### config.mk
export PLATFORM = sky130hd
export DESIGN_NAME = rtr_router
export DESIGN_NICKNAME = d
export VERILOG_FILES = /design/src/core/rtr_pkg.sv /design/src/core/rtr_sync.sv /design/src/core/rtr_tick.sv /design/src/core/rtr_router.sv
export VERILOG_INCLUDE_DIRS = /design/src /design/src/core
export SDC_FILE = /design/constraint.sdc
export NUM_CORES = 1
export LEC_CHECK = 0
export BUFFER_PORTS_ARGS = -buffer_cell sky130_fd_sc_hd__buf_2
export CAP_MARGIN = 20
export CORE_UTILIZATION = 48
export DETAILED_ROUTE_END_ITERATION = 6
export PLACE_DENSITY = 0.7
export SYNTH_ARGS = -nofsm -noshare
export SYNTH_HDL_FRONTEND = slang
export SYNTH_SLANG_ARGS = --single-unit
### constraint.sdc
create_clock -name clk_in -period 4.9 [get_ports clk_in]
set_clock_uncertainty 0.15 [all_clocks]
set_input_delay 0.49 -clock clk_in [delete_from_list [all_inputs] [get_ports clk_in]]
set_output_delay 0.49 -clock clk_in [all_outputs]
set_load 0.05 [all_outputs]
### src/core/rtr_defines.svh
// Offsets, fields, reset values and timing counts of the serial router
//==============================================================
`ifndef RTR_DEFINES_SVH
`define RTR_DEFINES_SVH
// ============================================================
// Register word offsets
`define RTR_OFF_CTRL    8'h00
`define RTR_OFF_TIMING  8'h04
`define RTR_OFF_TIMEOUT 8'h08
`define RTR_OFF_POLL    8'h0C
`define RTR_OFF_STATUS  8'h10
// ============================================================
// Field positions
`define RTR_POLL_GO_BIT 8
// ============================================================
// Reset values
`define RTR_RST_ATTEMPTS 4'h3
`define RTR_RST_REPLY_TO 16'h00C8
// ============================================================
// Drop number limits (99, 100, 199, 201, 255)
`define RTR_NET_MAX   8'h63
`define RTR_MB_BASE   8'h64
`define RTR_MB_MAX    8'hC7
`define RTR_WILDCARD  8'hC9
`define RTR_MB_LOCAL  8'hFF
// ============================================================
// Timing: one tick is 1000 us at a 100 ns clock
`define RTR_TICK_US   1000
`define RTR_CLK_NS    100
`define RTR_TICK_CYC  (`RTR_TICK_US * 1000 / `RTR_CLK_NS)
`endif

### src/core/rtr_pkg.sv
// Types shared by the serial router modules
package rtr_pkg;
  // ============================================================
  // Transfer state, Gray coded from idle through pause
  typedef enum logic [2:0] {
    S_IDLE  = 3'h0,
    S_HSHK  = 3'h1,
    S_SEND  = 3'h3,
    S_WAIT  = 3'h2,
    S_PAUSE = 3'h6
  } rtr_fsm_t;

  // Routing verdict for one message
  typedef enum logic [2:0] {
    ACT_NONE  = 3'h0,
    ACT_NET   = 3'h1,
    ACT_MB    = 3'h2,
    ACT_LOCAL = 3'h3,
    ACT_TABLE = 3'h4,
    ACT_FWD   = 3'h5,
    ACT_ERR   = 3'h6,
    ACT_DROP  = 3'h7
  } rtr_act_t;

  // Message descriptor from the framer / routing core
  typedef struct packed {
    logic       rt_frame_ok;  // Routed-protocol framing checked good
    logic       mb_frame_ok;  // Modbus RTU framing checked good
    logic       from_line;    // Received on this serial line
    logic       has_route;    // Routed message carries a route
    logic [7:0] first_drop;   // First route drop
    logic [7:0] next_drop;    // Drop after the port's own drop
    logic [7:0] mb_addr;      // Modbus slave address
  } rtr_msg_t;

  // Verdict handed back
  typedef struct packed {
    rtr_act_t   act;          // What to do
    logic [7:0] addr;         // Target drop or slave address for the line
  } rtr_dec_t;

  // Whole state of the router
  typedef struct packed {
    rtr_fsm_t   fsm;
    logic       mode;         // 0 mixed multidrop master, 1 dual slave
    logic [7:0] own_drop;
    logic [7:0] net_id;
    logic [3:0] attempts;
    logic [7:0] hs_delay;
    logic [7:0] pause;
    logic [7:0] msg_count;
    logic [15:0] reply_to;
    logic [15:0] poll_iv;
    logic [7:0] poll_addr;
    logic       poll_req;
    logic [15:0] cnt;
    logic [15:0] poll_cnt;
    logic [3:0] tries;
    logic [7:0] sent;
    logic       cur_net;
    logic [7:0] cur_addr;
    logic       pready;
    logic       pslverr;
    logic [31:0] prdata;
    logic       msg_ready;
    logic       dec_valid;
    rtr_dec_t   dec;
    logic       rts;
    logic       tx_start;
    logic       done;
    logic       timeout;
  } rtr_st_t;
endpackage : rtr_pkg

### src/core/rtr_sync.sv
// Two flip-flop synchroniser for a pin input
`timescale 1ns/10ps
module rtr_sync (
  input  wire logic clk_in,     // Clock
  input  wire logic reset_n_in, // Synchronous reset, active low
  input  wire logic d_in,       // Asynchronous level
  output logic      q_out       // Synchronised level
);
  logic [1:0] st;      // Stage 0 feeds stage 1 only
  logic [1:0] next_st; // Next stages

  // ============================================================
  // Shift chain
  always_comb begin
    next_st = reset_n_in ? {st[0], d_in} : 2'h0;
  end

  always_ff @(posedge clk_in) begin
    st <= next_st;
  end

  assign q_out = st[1];
endmodule : rtr_sync

### src/core/rtr_tick.sv
// Prescaler producing a one-cycle tick for the millisecond timers
`timescale 1ns/10ps
module rtr_tick #(
  parameter int unsigned CYCLES = 10000  // Clock cycles per tick
) (
  input  wire logic clk_in,     // Clock
  input  wire logic reset_n_in, // Synchronous reset, active low
  output logic      tick_out    // One-cycle tick
);
  if (CYCLES < 2 || CYCLES > 65536) begin : g_chk
    $error("tick period out of range");
  end

  typedef struct packed {
    logic [15:0] cnt;
    logic        tick;
  } rtr_tick_st_t;

  rtr_tick_st_t st;      // Counter and tick
  rtr_tick_st_t next_st; // Next value

  // ============================================================
  // Wrap counter
  always_comb begin
    next_st = st;
    next_st.tick = 1'b0;
    if (st.cnt == 16'(CYCLES - 1)) begin
      next_st.cnt  = 16'h0000;
      next_st.tick = 1'b1;
    end else begin
      next_st.cnt = st.cnt + 16'h0001;
    end
    if (!reset_n_in) begin
      next_st = '0;
    end
  end

  always_ff @(posedge clk_in) begin
    st <= next_st;
  end

  assign tick_out = st.tick;
endmodule : rtr_tick

### src/core/rtr_router.sv
// Mixed multidrop / dual slave message router with APB registers
//
// The register addresses and the APB register port were left to the implementer.
`timescale 1ns/10ps
`include "rtr_defines.svh"
module rtr_router import rtr_pkg::*; #(
  parameter int unsigned TICK_CYCLES = `RTR_TICK_CYC  // Cycles per 1 ms tick
) (
  input  wire logic        clk_in,           // 10 MHz clock
  input  wire logic        reset_n_in,       // Synchronous reset, active low
  input  wire logic        psel_in,          // APB select
  input  wire logic        penable_in,       // APB enable
  input  wire logic        pwrite_in,        // APB write
  input  wire logic [7:0]  paddr_in,         // APB byte address
  input  wire logic [31:0] pwdata_in,        // APB write data
  output logic [31:0]      prdata_out,       // APB read data
  output logic             pready_out,       // APB ready
  output logic             pslverr_out,      // APB error
  input  wire logic        msg_valid_in,     // Message offered
  input  wire rtr_msg_t    msg_in,           // Message descriptor
  output logic             msg_ready_out,    // Message taken when high
  output logic             dec_valid_out,    // Verdict pulse
  output rtr_dec_t         dec_out,          // Verdict
  output logic             rts_out,          // Request to send
  input  wire logic        cts_in,           // Clear to send pin
  output logic             tx_start_out,     // Start serialiser pulse
  output logic             tx_net_out,       // 1 network packet, 0 Modbus
  output logic [7:0]       tx_addr_out,      // Target drop or slave
  input  wire logic        tx_done_in,       // Serialiser finished pulse
  input  wire logic        reply_in,         // Reply received pulse
  output logic             xfer_done_out,    // Exchange finished pulse
  output logic             xfer_timeout_out, // Exchange ended without reply
  output logic [7:0]       net_id_out        // Network identifier to framer
);
  if (TICK_CYCLES < 2 || TICK_CYCLES > 65536) begin : g_chk
    $error("TICK_CYCLES out of range");
  end

  rtr_st_t st;      // Registered state
  rtr_st_t next_st; // Next state
  logic    cts_s;   // Synchronised clear to send
  logic    tick;    // Millisecond tick
  logic    acc;     // Message taken this cycle

  // ============================================================
  // Pin synchroniser and timer prescaler
  rtr_sync u_cts (
    .clk_in     (clk_in),
    .reset_n_in (reset_n_in),
    .d_in       (cts_in),
    .q_out      (cts_s)
  );

  rtr_tick #(.CYCLES(TICK_CYCLES)) u_tick (
    .clk_in     (clk_in),
    .reset_n_in (reset_n_in),
    .tick_out   (tick)
  );

  assign acc = msg_valid_in & st.msg_ready;

  // ============================================================
  // Routing verdict for one message
  function automatic rtr_dec_t route_dec(input rtr_msg_t m, input logic mode, input logic [7:0] own);
    rtr_dec_t d;
    d.act  = ACT_DROP;
    d.addr = 8'h00;
    if (!mode) begin
      // Mixed multidrop master
      if (m.from_line) begin
        d.act = m.rt_frame_ok ? ACT_FWD : ACT_DROP;
      end else if (m.next_drop <= `RTR_NET_MAX) begin
        d.act  = ACT_NET;
        d.addr = m.next_drop;
      end else if (m.next_drop <= `RTR_MB_MAX) begin
        d.act  = ACT_MB;
        d.addr = 8'(m.next_drop - `RTR_MB_BASE);
      end else begin
        d.act = ACT_ERR;
      end
    end else if (m.rt_frame_ok) begin
      // Routed protocol chosen by its framing
      if (!m.has_route) begin
        d.act = ACT_LOCAL;
      end else if (m.first_drop == own || m.first_drop == `RTR_WILDCARD) begin
        d.act = ACT_FWD;
      end else begin
        d.act = ACT_ERR;
      end
    end else if (m.mb_frame_ok) begin
      // Modbus RTU chosen by its framing
      d.addr = m.mb_addr;
      d.act  = (m.mb_addr == `RTR_MB_LOCAL) ? ACT_LOCAL : ACT_TABLE;
    end
    return d;
  endfunction : route_dec

  // ============================================================
  // Next state: registers, poll timer, transfer sequence
  always_comb begin
    next_st           = st;
    next_st.pready    = psel_in & ~penable_in;
    next_st.pslverr   = 1'b0;
    next_st.prdata    = 32'h0000_0000;
    next_st.dec_valid = 1'b0;
    next_st.tx_start  = 1'b0;
    next_st.done      = 1'b0;
    // Read data is latched in the setup cycle; zero wait states
    if (psel_in && !penable_in && !pwrite_in) begin
      unique case (paddr_in)
        `RTR_OFF_CTRL:    next_st.prdata = {4'h0, st.attempts, st.net_id, st.own_drop, 7'h00, st.mode};
        `RTR_OFF_TIMING:  next_st.prdata = {8'h00, st.msg_count, st.pause, st.hs_delay};
        `RTR_OFF_TIMEOUT: next_st.prdata = {st.poll_iv, st.reply_to};
        `RTR_OFF_POLL:    next_st.prdata = {23'h000000, st.poll_req, st.poll_addr};
        `RTR_OFF_STATUS:  next_st.prdata = {8'h00, st.sent, 4'h0, st.tries, 1'b0, st.timeout,
                                            cts_s, st.rts, 1'b0, st.fsm};
        default:          next_st.pslverr = 1'b1;
      endcase
    end else if (psel_in && !penable_in) begin
      unique case (paddr_in)
        `RTR_OFF_CTRL, `RTR_OFF_TIMING, `RTR_OFF_TIMEOUT, `RTR_OFF_POLL: next_st.pslverr = 1'b0;
        default: next_st.pslverr = 1'b1;  // Status is read only
      endcase
    end
    // Transfer sequence
    unique case (st.fsm)
      S_IDLE: begin
        if (acc) begin
          next_st.dec       = route_dec(msg_in, st.mode, st.own_drop);
          next_st.dec_valid = 1'b1;
          if (next_st.dec.act == ACT_NET || next_st.dec.act == ACT_MB) begin
            next_st.cur_net  = (next_st.dec.act == ACT_NET);
            next_st.cur_addr = next_st.dec.addr;
            next_st.tries    = 4'h0;
            next_st.cnt      = 16'h0000;
            next_st.rts      = 1'b1;
            next_st.fsm      = S_HSHK;
          end
        end else if (st.poll_req && !st.mode) begin
          // Poll only in master mode; the slave port never initiates
          next_st.poll_req = 1'b0;
          next_st.cur_net  = 1'b1;
          next_st.cur_addr = st.poll_addr;
          next_st.tries    = 4'h0;
          next_st.cnt      = 16'h0000;
          next_st.rts      = 1'b1;
          next_st.fsm      = S_HSHK;
        end
      end
      S_HSHK: begin
        // Waits for clear to send however long it takes
        if (st.cnt >= {8'h00, st.hs_delay} && cts_s) begin
          next_st.tx_start = 1'b1;
          next_st.fsm      = S_SEND;
        end else if (tick && st.cnt < {8'h00, st.hs_delay}) begin
          next_st.cnt = st.cnt + 16'h0001;
        end
      end
      S_SEND: begin
        if (tx_done_in) begin
          next_st.rts = 1'b0;
          next_st.cnt = 16'h0000;
          next_st.fsm = S_WAIT;
        end
      end
      S_WAIT: begin
        if (reply_in) begin
          next_st.done    = 1'b1;
          next_st.timeout = 1'b0;
          next_st.cnt     = 16'h0000;
          next_st.sent    = st.sent + 8'h01;
          next_st.fsm     = S_PAUSE;
        end else if (tick) begin
          if (st.cnt + 16'h0001 >= st.reply_to) begin
            if (st.cur_net && st.tries + 4'h1 < st.attempts) begin
              next_st.tries = st.tries + 4'h1;
              next_st.cnt   = 16'h0000;
              next_st.rts   = 1'b1;
              next_st.fsm   = S_HSHK;
            end else begin
              // Modbus frames end here on their first timeout
              next_st.done    = 1'b1;
              next_st.timeout = 1'b1;
              next_st.cnt     = 16'h0000;
              next_st.sent    = st.sent + 8'h01;
              next_st.fsm     = S_PAUSE;
            end
          end else begin
            next_st.cnt = st.cnt + 16'h0001;
          end
        end
      end
      S_PAUSE: begin
        // Pause after each group of message-count exchanges
        if (st.msg_count != 8'h00 && st.sent < st.msg_count) begin
          next_st.fsm = S_IDLE;
        end else if (st.cnt >= {8'h00, st.pause}) begin
          next_st.sent = 8'h00;
          next_st.fsm  = S_IDLE;
        end else if (tick) begin
          next_st.cnt = st.cnt + 16'h0001;
        end
      end
      default: begin
        next_st.rts = 1'b0;
        next_st.fsm = S_IDLE;
      end
    endcase
    // Poll timer after the launch, so a tick that meets a launch is kept
    if (tick && st.poll_iv != 16'h0000 && !st.mode) begin
      if (st.poll_cnt + 16'h0001 >= st.poll_iv) begin
        next_st.poll_cnt = 16'h0000;
        next_st.poll_req = 1'b1;
      end else begin
        next_st.poll_cnt = st.poll_cnt + 16'h0001;
      end
    end
    next_st.msg_ready = (next_st.fsm == S_IDLE) && !(st.fsm == S_IDLE && !acc && st.poll_req && !st.mode);
    // Register writes take effect at the access edge; a poll write wins
    if (psel_in && penable_in && st.pready && pwrite_in) begin
      unique case (paddr_in)
        `RTR_OFF_CTRL: begin
          next_st.mode     = pwdata_in[0];
          next_st.own_drop = pwdata_in[15:8];
          next_st.net_id   = pwdata_in[23:16];
          next_st.attempts = pwdata_in[27:24];
        end
        `RTR_OFF_TIMING: begin
          next_st.hs_delay  = pwdata_in[7:0];
          next_st.pause     = pwdata_in[15:8];
          next_st.msg_count = pwdata_in[23:16];
        end
        `RTR_OFF_TIMEOUT: begin
          next_st.reply_to = pwdata_in[15:0];
          next_st.poll_iv  = pwdata_in[31:16];
        end
        `RTR_OFF_POLL: begin
          next_st.poll_addr = pwdata_in[7:0];
          if (pwdata_in[`RTR_POLL_GO_BIT]) begin
            next_st.poll_req = 1'b1;
          end
        end
        default: next_st.pslverr = 1'b0;
      endcase
    end
    if (!reset_n_in) begin
      next_st          = '0;
      next_st.attempts = `RTR_RST_ATTEMPTS;
      next_st.reply_to = `RTR_RST_REPLY_TO;
    end
  end

  // ============================================================
  // State register
  always_ff @(posedge clk_in) begin
    st <= next_st;
  end

  // Outputs straight from flip-flops
  assign prdata_out       = st.prdata;
  assign pready_out       = st.pready;
  assign pslverr_out      = st.pslverr;
  assign msg_ready_out    = st.msg_ready;
  assign dec_valid_out    = st.dec_valid;
  assign dec_out          = st.dec;
  assign rts_out          = st.rts;
  assign tx_start_out     = st.tx_start;
  assign tx_net_out       = st.cur_net;
  assign tx_addr_out      = st.cur_addr;
  assign xfer_done_out    = st.done;
  assign xfer_timeout_out = st.timeout;
  assign net_id_out       = st.net_id;   // Framer stamps every packet
endmodule : rtr_router

# ---- Word level (Yosys, flattened, before mapping)
# Index checks and enable logic that the tools add are counted.
dict set report word_totals {
  ff_bits 212
  output_inout_bits 68
  elab_cells 224
}
dict set report classes {
  add_sub_neg 6
  n_lt_le_gt_ge 9
  n_eq_ne 32
  n_mux 87
  bitwise_logic 5
  n_reduce_logical 53
}
# op n
set ops {}
lappend ops {{16-bit 2-to-1 mux} 12}
lappend ops {{32-bit case mux with 5 select lines} 1}
lappend ops {{16-bit case mux with 5 select lines} 1}
lappend ops {{8-bit 2-to-1 mux} 7}
lappend ops {{11-bit 2-to-1 mux} 5}
lappend ops {{16-bit by 1-bit adder with 16-bit output, second input constant} 3}
lappend ops {{3-bit 2-to-1 mux} 16}
lappend ops {{12-bit 2-to-1 mux} 3}
lappend ops {{16-bit >= comparator} 2}
lappend ops {{16-bit by 8-bit >= comparator with 1-bit output} 2}
lappend ops {{9-bit 2-to-1 mux} 3}
lappend ops {{1-bit 2-to-1 mux} 23}
lappend ops {{4-bit 2-to-1 mux} 5}
lappend ops {{2-bit != test, second input constant} 10}
lappend ops {{2-bit AND reduction} 9}
lappend ops {{17-bit 2-to-1 mux} 1}
lappend ops {{16-bit by 14-bit == test with 1-bit output, second input constant} 1}
lappend ops {{8-bit by 4-bit == test with 1-bit output, second input constant} 2}
lappend ops {{8-bit == test, second input constant} 2}
lappend ops {{1-bit logical AND} 16}
lappend ops {{16-bit by 8-bit < comparator with 1-bit output} 1}
lappend ops {{8-bit case mux with 2 select lines} 1}
lappend ops {{16-bit nonzero test} 1}
lappend ops {{3-bit case mux with 5 select lines} 1}
lappend ops {{other kinds (37)} 64}

# ---- Depth between registers and ports, before layout
dict set report depth {
  ltp_word 15
  depth_mapped 15
  depth_no_buf 14
}

# ---- Modules after synthesis
# From an unflattened synthesis, not the netlist that was laid out.
dict set report hier_totals {
  cells_unflattened 1404
  hier_area_um2 11458.5
}
# module instances cells_each area_each_um2
set by_module_without_submodules {}
lappend by_module_without_submodules {rtr_router 1 1321 10681.5}
lappend by_module_without_submodules {rtr_tick 1 79 724.4}
lappend by_module_without_submodules {rtr_sync 1 4 52.6}

# ---- Worst setup path before layout
# OpenSTA, ideal clock, no wires.
dict set report synth_timing {
  path_type {reg2reg}
  startpoint {register st[90] (netlist name)}
  endpoint {register st[66] (netlist name)}
  t_arrival_ps 3435
  required_time_ps 4674
  path_slack_ps 1239
  path_stages_with_launch 15
  n_path_buf 0
  cell_sequence {dfxtp_1 -> nand2_1 -> nor4_2 -> and3_1 -> and3_1 -> nand3_1 -> xnor2_1 -> ha_1 -> nand4_1 -> nor4_1 -> a31o_2 -> o311a_4 -> a21boi_4 -> or4_1 -> a21boi_0}
}
dict set report synth_via {
  elab_chain_cells 4
  elab_cells_between_ends 6
}
# element line_no
set synth_lines {}
lappend synth_lines {{from (decl)} rtr_router.sv:39} ;# rtr_st_t st;
lappend synth_lines {{from (signal assigned)} rtr_router.sv:256} ;# st <= next_st;
lappend synth_lines {{16-bit by 1-bit adder with 16-bit output} rtr_router.sv:174} ;# if (st.cnt + 16'h0001 >= st.reply_to) begin
lappend synth_lines {{16-bit >= comparator} rtr_router.sv:174}
lappend synth_lines {{3-bit != test (no line)} n/a}
lappend synth_lines {{6-bit AND reduction (no line) *} n/a}
# Mark *: on every way between the ends. The rest lies on a longest branch, timed or not.
# A chain may end at the register's enable or synchronous reset.

# ---- Worst setup path in the final report
dict set report layout_timing {
  startpoint {register st[88] (netlist name)}
  endpoint {register st[95] (netlist name)}
}
dict set report layout_via {
  elab_chain_cells 6
  elab_cells_between_ends 20
}
# element line_no
set layout_lines {}
lappend layout_lines {{16-bit by 1-bit adder with 16-bit output} n/a}
lappend layout_lines {{16-bit >= comparator} rtr_router.sv:174}
lappend layout_lines {{16-bit 2-to-1 mux} rtr_router.sv:174}
lappend layout_lines {{16-bit 2-to-1 mux} rtr_router.sv:173} ;# end else if (tick) begin
lappend layout_lines {{16-bit 2-to-1 mux} rtr_router.sv:167} ;# if (reply_in) begin
lappend layout_lines {{16-bit case mux with 5 select lines} rtr_router.sv:126} ;# unique case (st.fsm)
# Several ways; a longest one is shown, not always the timed one. The select of a mux whose other input is x is not followed.

==> flow_summary_export.csv <==
group,metric,value,unit
run_status,status,"complete, but fails checks",
run_status,violations,"DRC",
timing,fmax,232,MHz
timing,fin_tns_setup,0,ps
cts,cts.sinks,212,
logic_synthesis,synthFlopType,"dfxtp_1",
floorplanning,core,23500,um2
cts,h-tree-depth,1,
logic_synthesis,ys_warn_count,0,
logic_synthesis,syn_area,11500,um2
logic_synthesis,avgSynthCellArea,8.40,um2
routing,wl,30.7,mm
cts,clk_latency,510,ps
global_routing,grt_usage,0.250,
layout,area_growth,12.6,%
cts,cts-root-buf,"clkbuf_16",
cts,tritoncts,"yes",
cts,cts_resized,0,
timing,slew_viol_final,0,
worst_setup_path,end_kind,"flip-flop",
logic_synthesis,syn_inst,1365,
power_and_ir_drop,power,4.01,mW
placement,placed_area,12000,um2
layout,antenna_cells,0,
placement,port_buffers,144,
global_routing,grt_pass1_vias,9403,
routing,drt_pass1_iterations,7,
routing,wl_met2,14.1,mm
logic_synthesis,synth-edff-count,0,
logic_synthesis,synth_seq_area_share,0.370,
logic_synthesis,ys_top_cells_by_area,"dfxtp_1 37%, ha_1 7.1%, nor2_1 5.7%",
cts,numCtsBuffers,24,
timing,max_slew.worst_pin.slew,933,ps
logic_synthesis,syn_nets,1507,
placement,hpwlAfterDp,22.5,mm
floorplanning,io_pins,145,
global_routing,antenna_found_initial,0,
routing,routed_via_density,5.60,
logic_synthesis,synthArstFlopShare,0,
routing,top_layer,"met4",
layout,final_cell_area,12900,um2
cts,post_cts_buffers,0,
worst_setup_path,crit_fanout,16,
floorplanning,die_w,157,um
floorplanning,die_y,157,um
routing,antenna_left,0,
logic_synthesis,synth_top_area_share,0.370,
global_routing,grt_first_pass_wirelength,48.5,mm
timing,period_share,0.879,
worst_setup_path,cp.required,5170,ps
flow_run,drv_cap,0,
floorplanning,initial_core_util,0.488,
cts,cts.clk_slew.worst_paths,60,ps
logic_synthesis,ys_types,77,
routing,vias,9888,
timing,hold_viol_final,0,
layout,utilization,0.550,
logic_synthesis,synth_seq_cells,212,
global_routing,grt_max_degree,58,
power_and_ir_drop,power.density,310,nW/um2
worst_setup_path,worstPathArrival,4580,ps
routing,wl_met1,13.2,mm
placement,placed_cells,1721,
worst_setup_path,crit_path_start_kind,"flip-flop",
placement,gp_congestion,0.915,
logic_synthesis,yosysTopAreaCell,"dfxtp_1",
layout,drive_above_1_share,0.165,
power_and_ir_drop,leakage,5.15,nW
worst_setup_path,crit_type,"flip-flop to flip-flop",
routing,drc,1,
layout,nets,1570,
timing,max-slew-margin-rel,0.376,
cts,holdBufCountCts,0,
routing,wl_per_cell,17.4,um
timing,rsz0062_at_grt,"false",
routing,route.met3.wl,2.24,mm
global_routing,gr-total-overflow,0,
routing,drt-initial-drc-count,818,
floorplanning,dieArea,24500,um2
power_and_ir_drop,ir_drop,0.166,mV
timing,finalCriticalPeriod,4310,ps
cts,cts_buffer_depth,3,
layout,stdcell_count,1765,
timing,final-setup-viol-count,0,
floorplanning,rows,56,
min_path,hp-class,"input port to flip-flop",
[area by class of cell]
class	count	area, um2
fillers	2190	10600
multi-input cells	949	6220
flip-flops and latches	212	4240
repair buffers	159	833
clock buffers	33	706
well taps	319	399
inverters	82	309
clock inverters	11	193
[path summary, 6_finish.rpt]
check / cells past startpoint / slack, ps / from / endpoint
worst min-delay path: 2 / 40 / cts_in / u_cts.st[0]$_SDFF_PN0_
worst min register to register: 1 / 290 / u_cts.st[0]$_SDFF_PN0_ / u_cts.st[1]$_SDFF_PN0_
worst max register to register: 14 / 590 / st[88]$_SDFFE_PN0P_ / st[95]$_SDFFE_PN0P_
worst max-delay path: 14 / 590 / st[88]$_SDFFE_PN0P_ / st[95]$_SDFFE_PN0P_
[power breakdown]
group          internal (mW)  switching [mW]  total, mW
logic                 0.0772           0.173      0.250
clock network           1.27           0.736       2.01
registers               1.74          0.0113       1.75
[Yosys cell counts (5+ instances only)]
cell,n
mux2_2,12
a22oi_1,17
and2_1,8
nand2b_1,11
a211o_1,6
xnor2_1,28
nand3_1,42
nor3_1,13
a22o_1,8
a31oi_1,5
nor2_1,173
and3_1,14
o211ai_1,6
buf_2,10
or3_1,13
buf_1,5
a21oi_1,78
buf_4,63
nand2_1,144
xor2_1,41
a21boi_0,5
inv_1,80
o21ai_0,32
a222oi_1,15
o22ai_1,10
ha_1,65
a21o_1,12
o31ai_1,6
clkbuf_1,43
mux2i_1,64
a211oi_1,18
nor4_1,20
nand4_1,17
dfxtp_1,212
[routing by layer]
metal | GRT usage | vias up
met1 | 0.322 | 4628
met5 | 0 | -
met2 | 0.418 | 355
met4 | 0.0976 | 0
li1 | - | 4827
met3 | 0.0407 | 78
[state kept, by name, indices dropped and copies added (netlist names)]
| name | count |
|---|---|
| dec_out | 11 |
| dec_valid_out | 1 |
| msg_ready_out | 1 |
| net_id_out | 8 |
| prdata_out | 32 |
| pready_out | 1 |
| pslverr_out | 1 |
| rts_out | 1 |
| st | 125 |
| tx_addr_out | 8 |
| tx_net_out | 1 |
| tx_start_out | 1 |
| u_cts.st | 2 |
| u_tick.st | 16 |
| u_tick.tick_out | 1 |
| xfer_done_out | 1 |
| xfer_timeout_out | 1 |
[placed cells by master, fill, tap and decap left out, drive strengths merged, types with 20 or more instances in the layout]
cell / n
ha: 65
clkbuf: 33
nor2: 174
xor2: 41
nor4: 22
o21ai: 34
xnor2: 28
dfxtp: 212
a21oi: 78
nand2: 145
inv: 81
mux2i: 64
nand3: 42
buf: 159
a211oi: 20
[critical path, cell delays in order (launching register included)]
cell and delay, ps:
dfxtp_1 460, ha_1 250, nand3_1 160, nor4_1 470
nand3_1 230, nor2_1 170, xor2_1 210, ha_1 280
nand4_1 130, nor4_1 80, a31o_2 270, nor4_1 190
a211o_1 540, nand2_2 310, o32ai_1 320
[metrics by stage]
step | hold WS (ps) | setup slack, ps
floorplan | 262 | 1240
global placement | 267 | 733
detailed placement | 280 | 617
CTS | 27.5 | 599
global route | 32.6 | 223
finish | 41.4 | 592
[logic make-up (layout without fill, tap and decap cells)]
group	after synthesis	in the layout	share of synthesized area
buffers and inverters	204	285	0.0887
AND/OR/NAND/NOR	487	487	0.198
AO/OA/AOI/OAI	252	252	0.152
flip-flops	212	212	0.370
XOR/XNOR	69	69	0.0527
adder cells (fa/ha/maj)	65	65	0.0710
multiplexers	76	76	0.0677
Power figures use the tool's default switching activity.
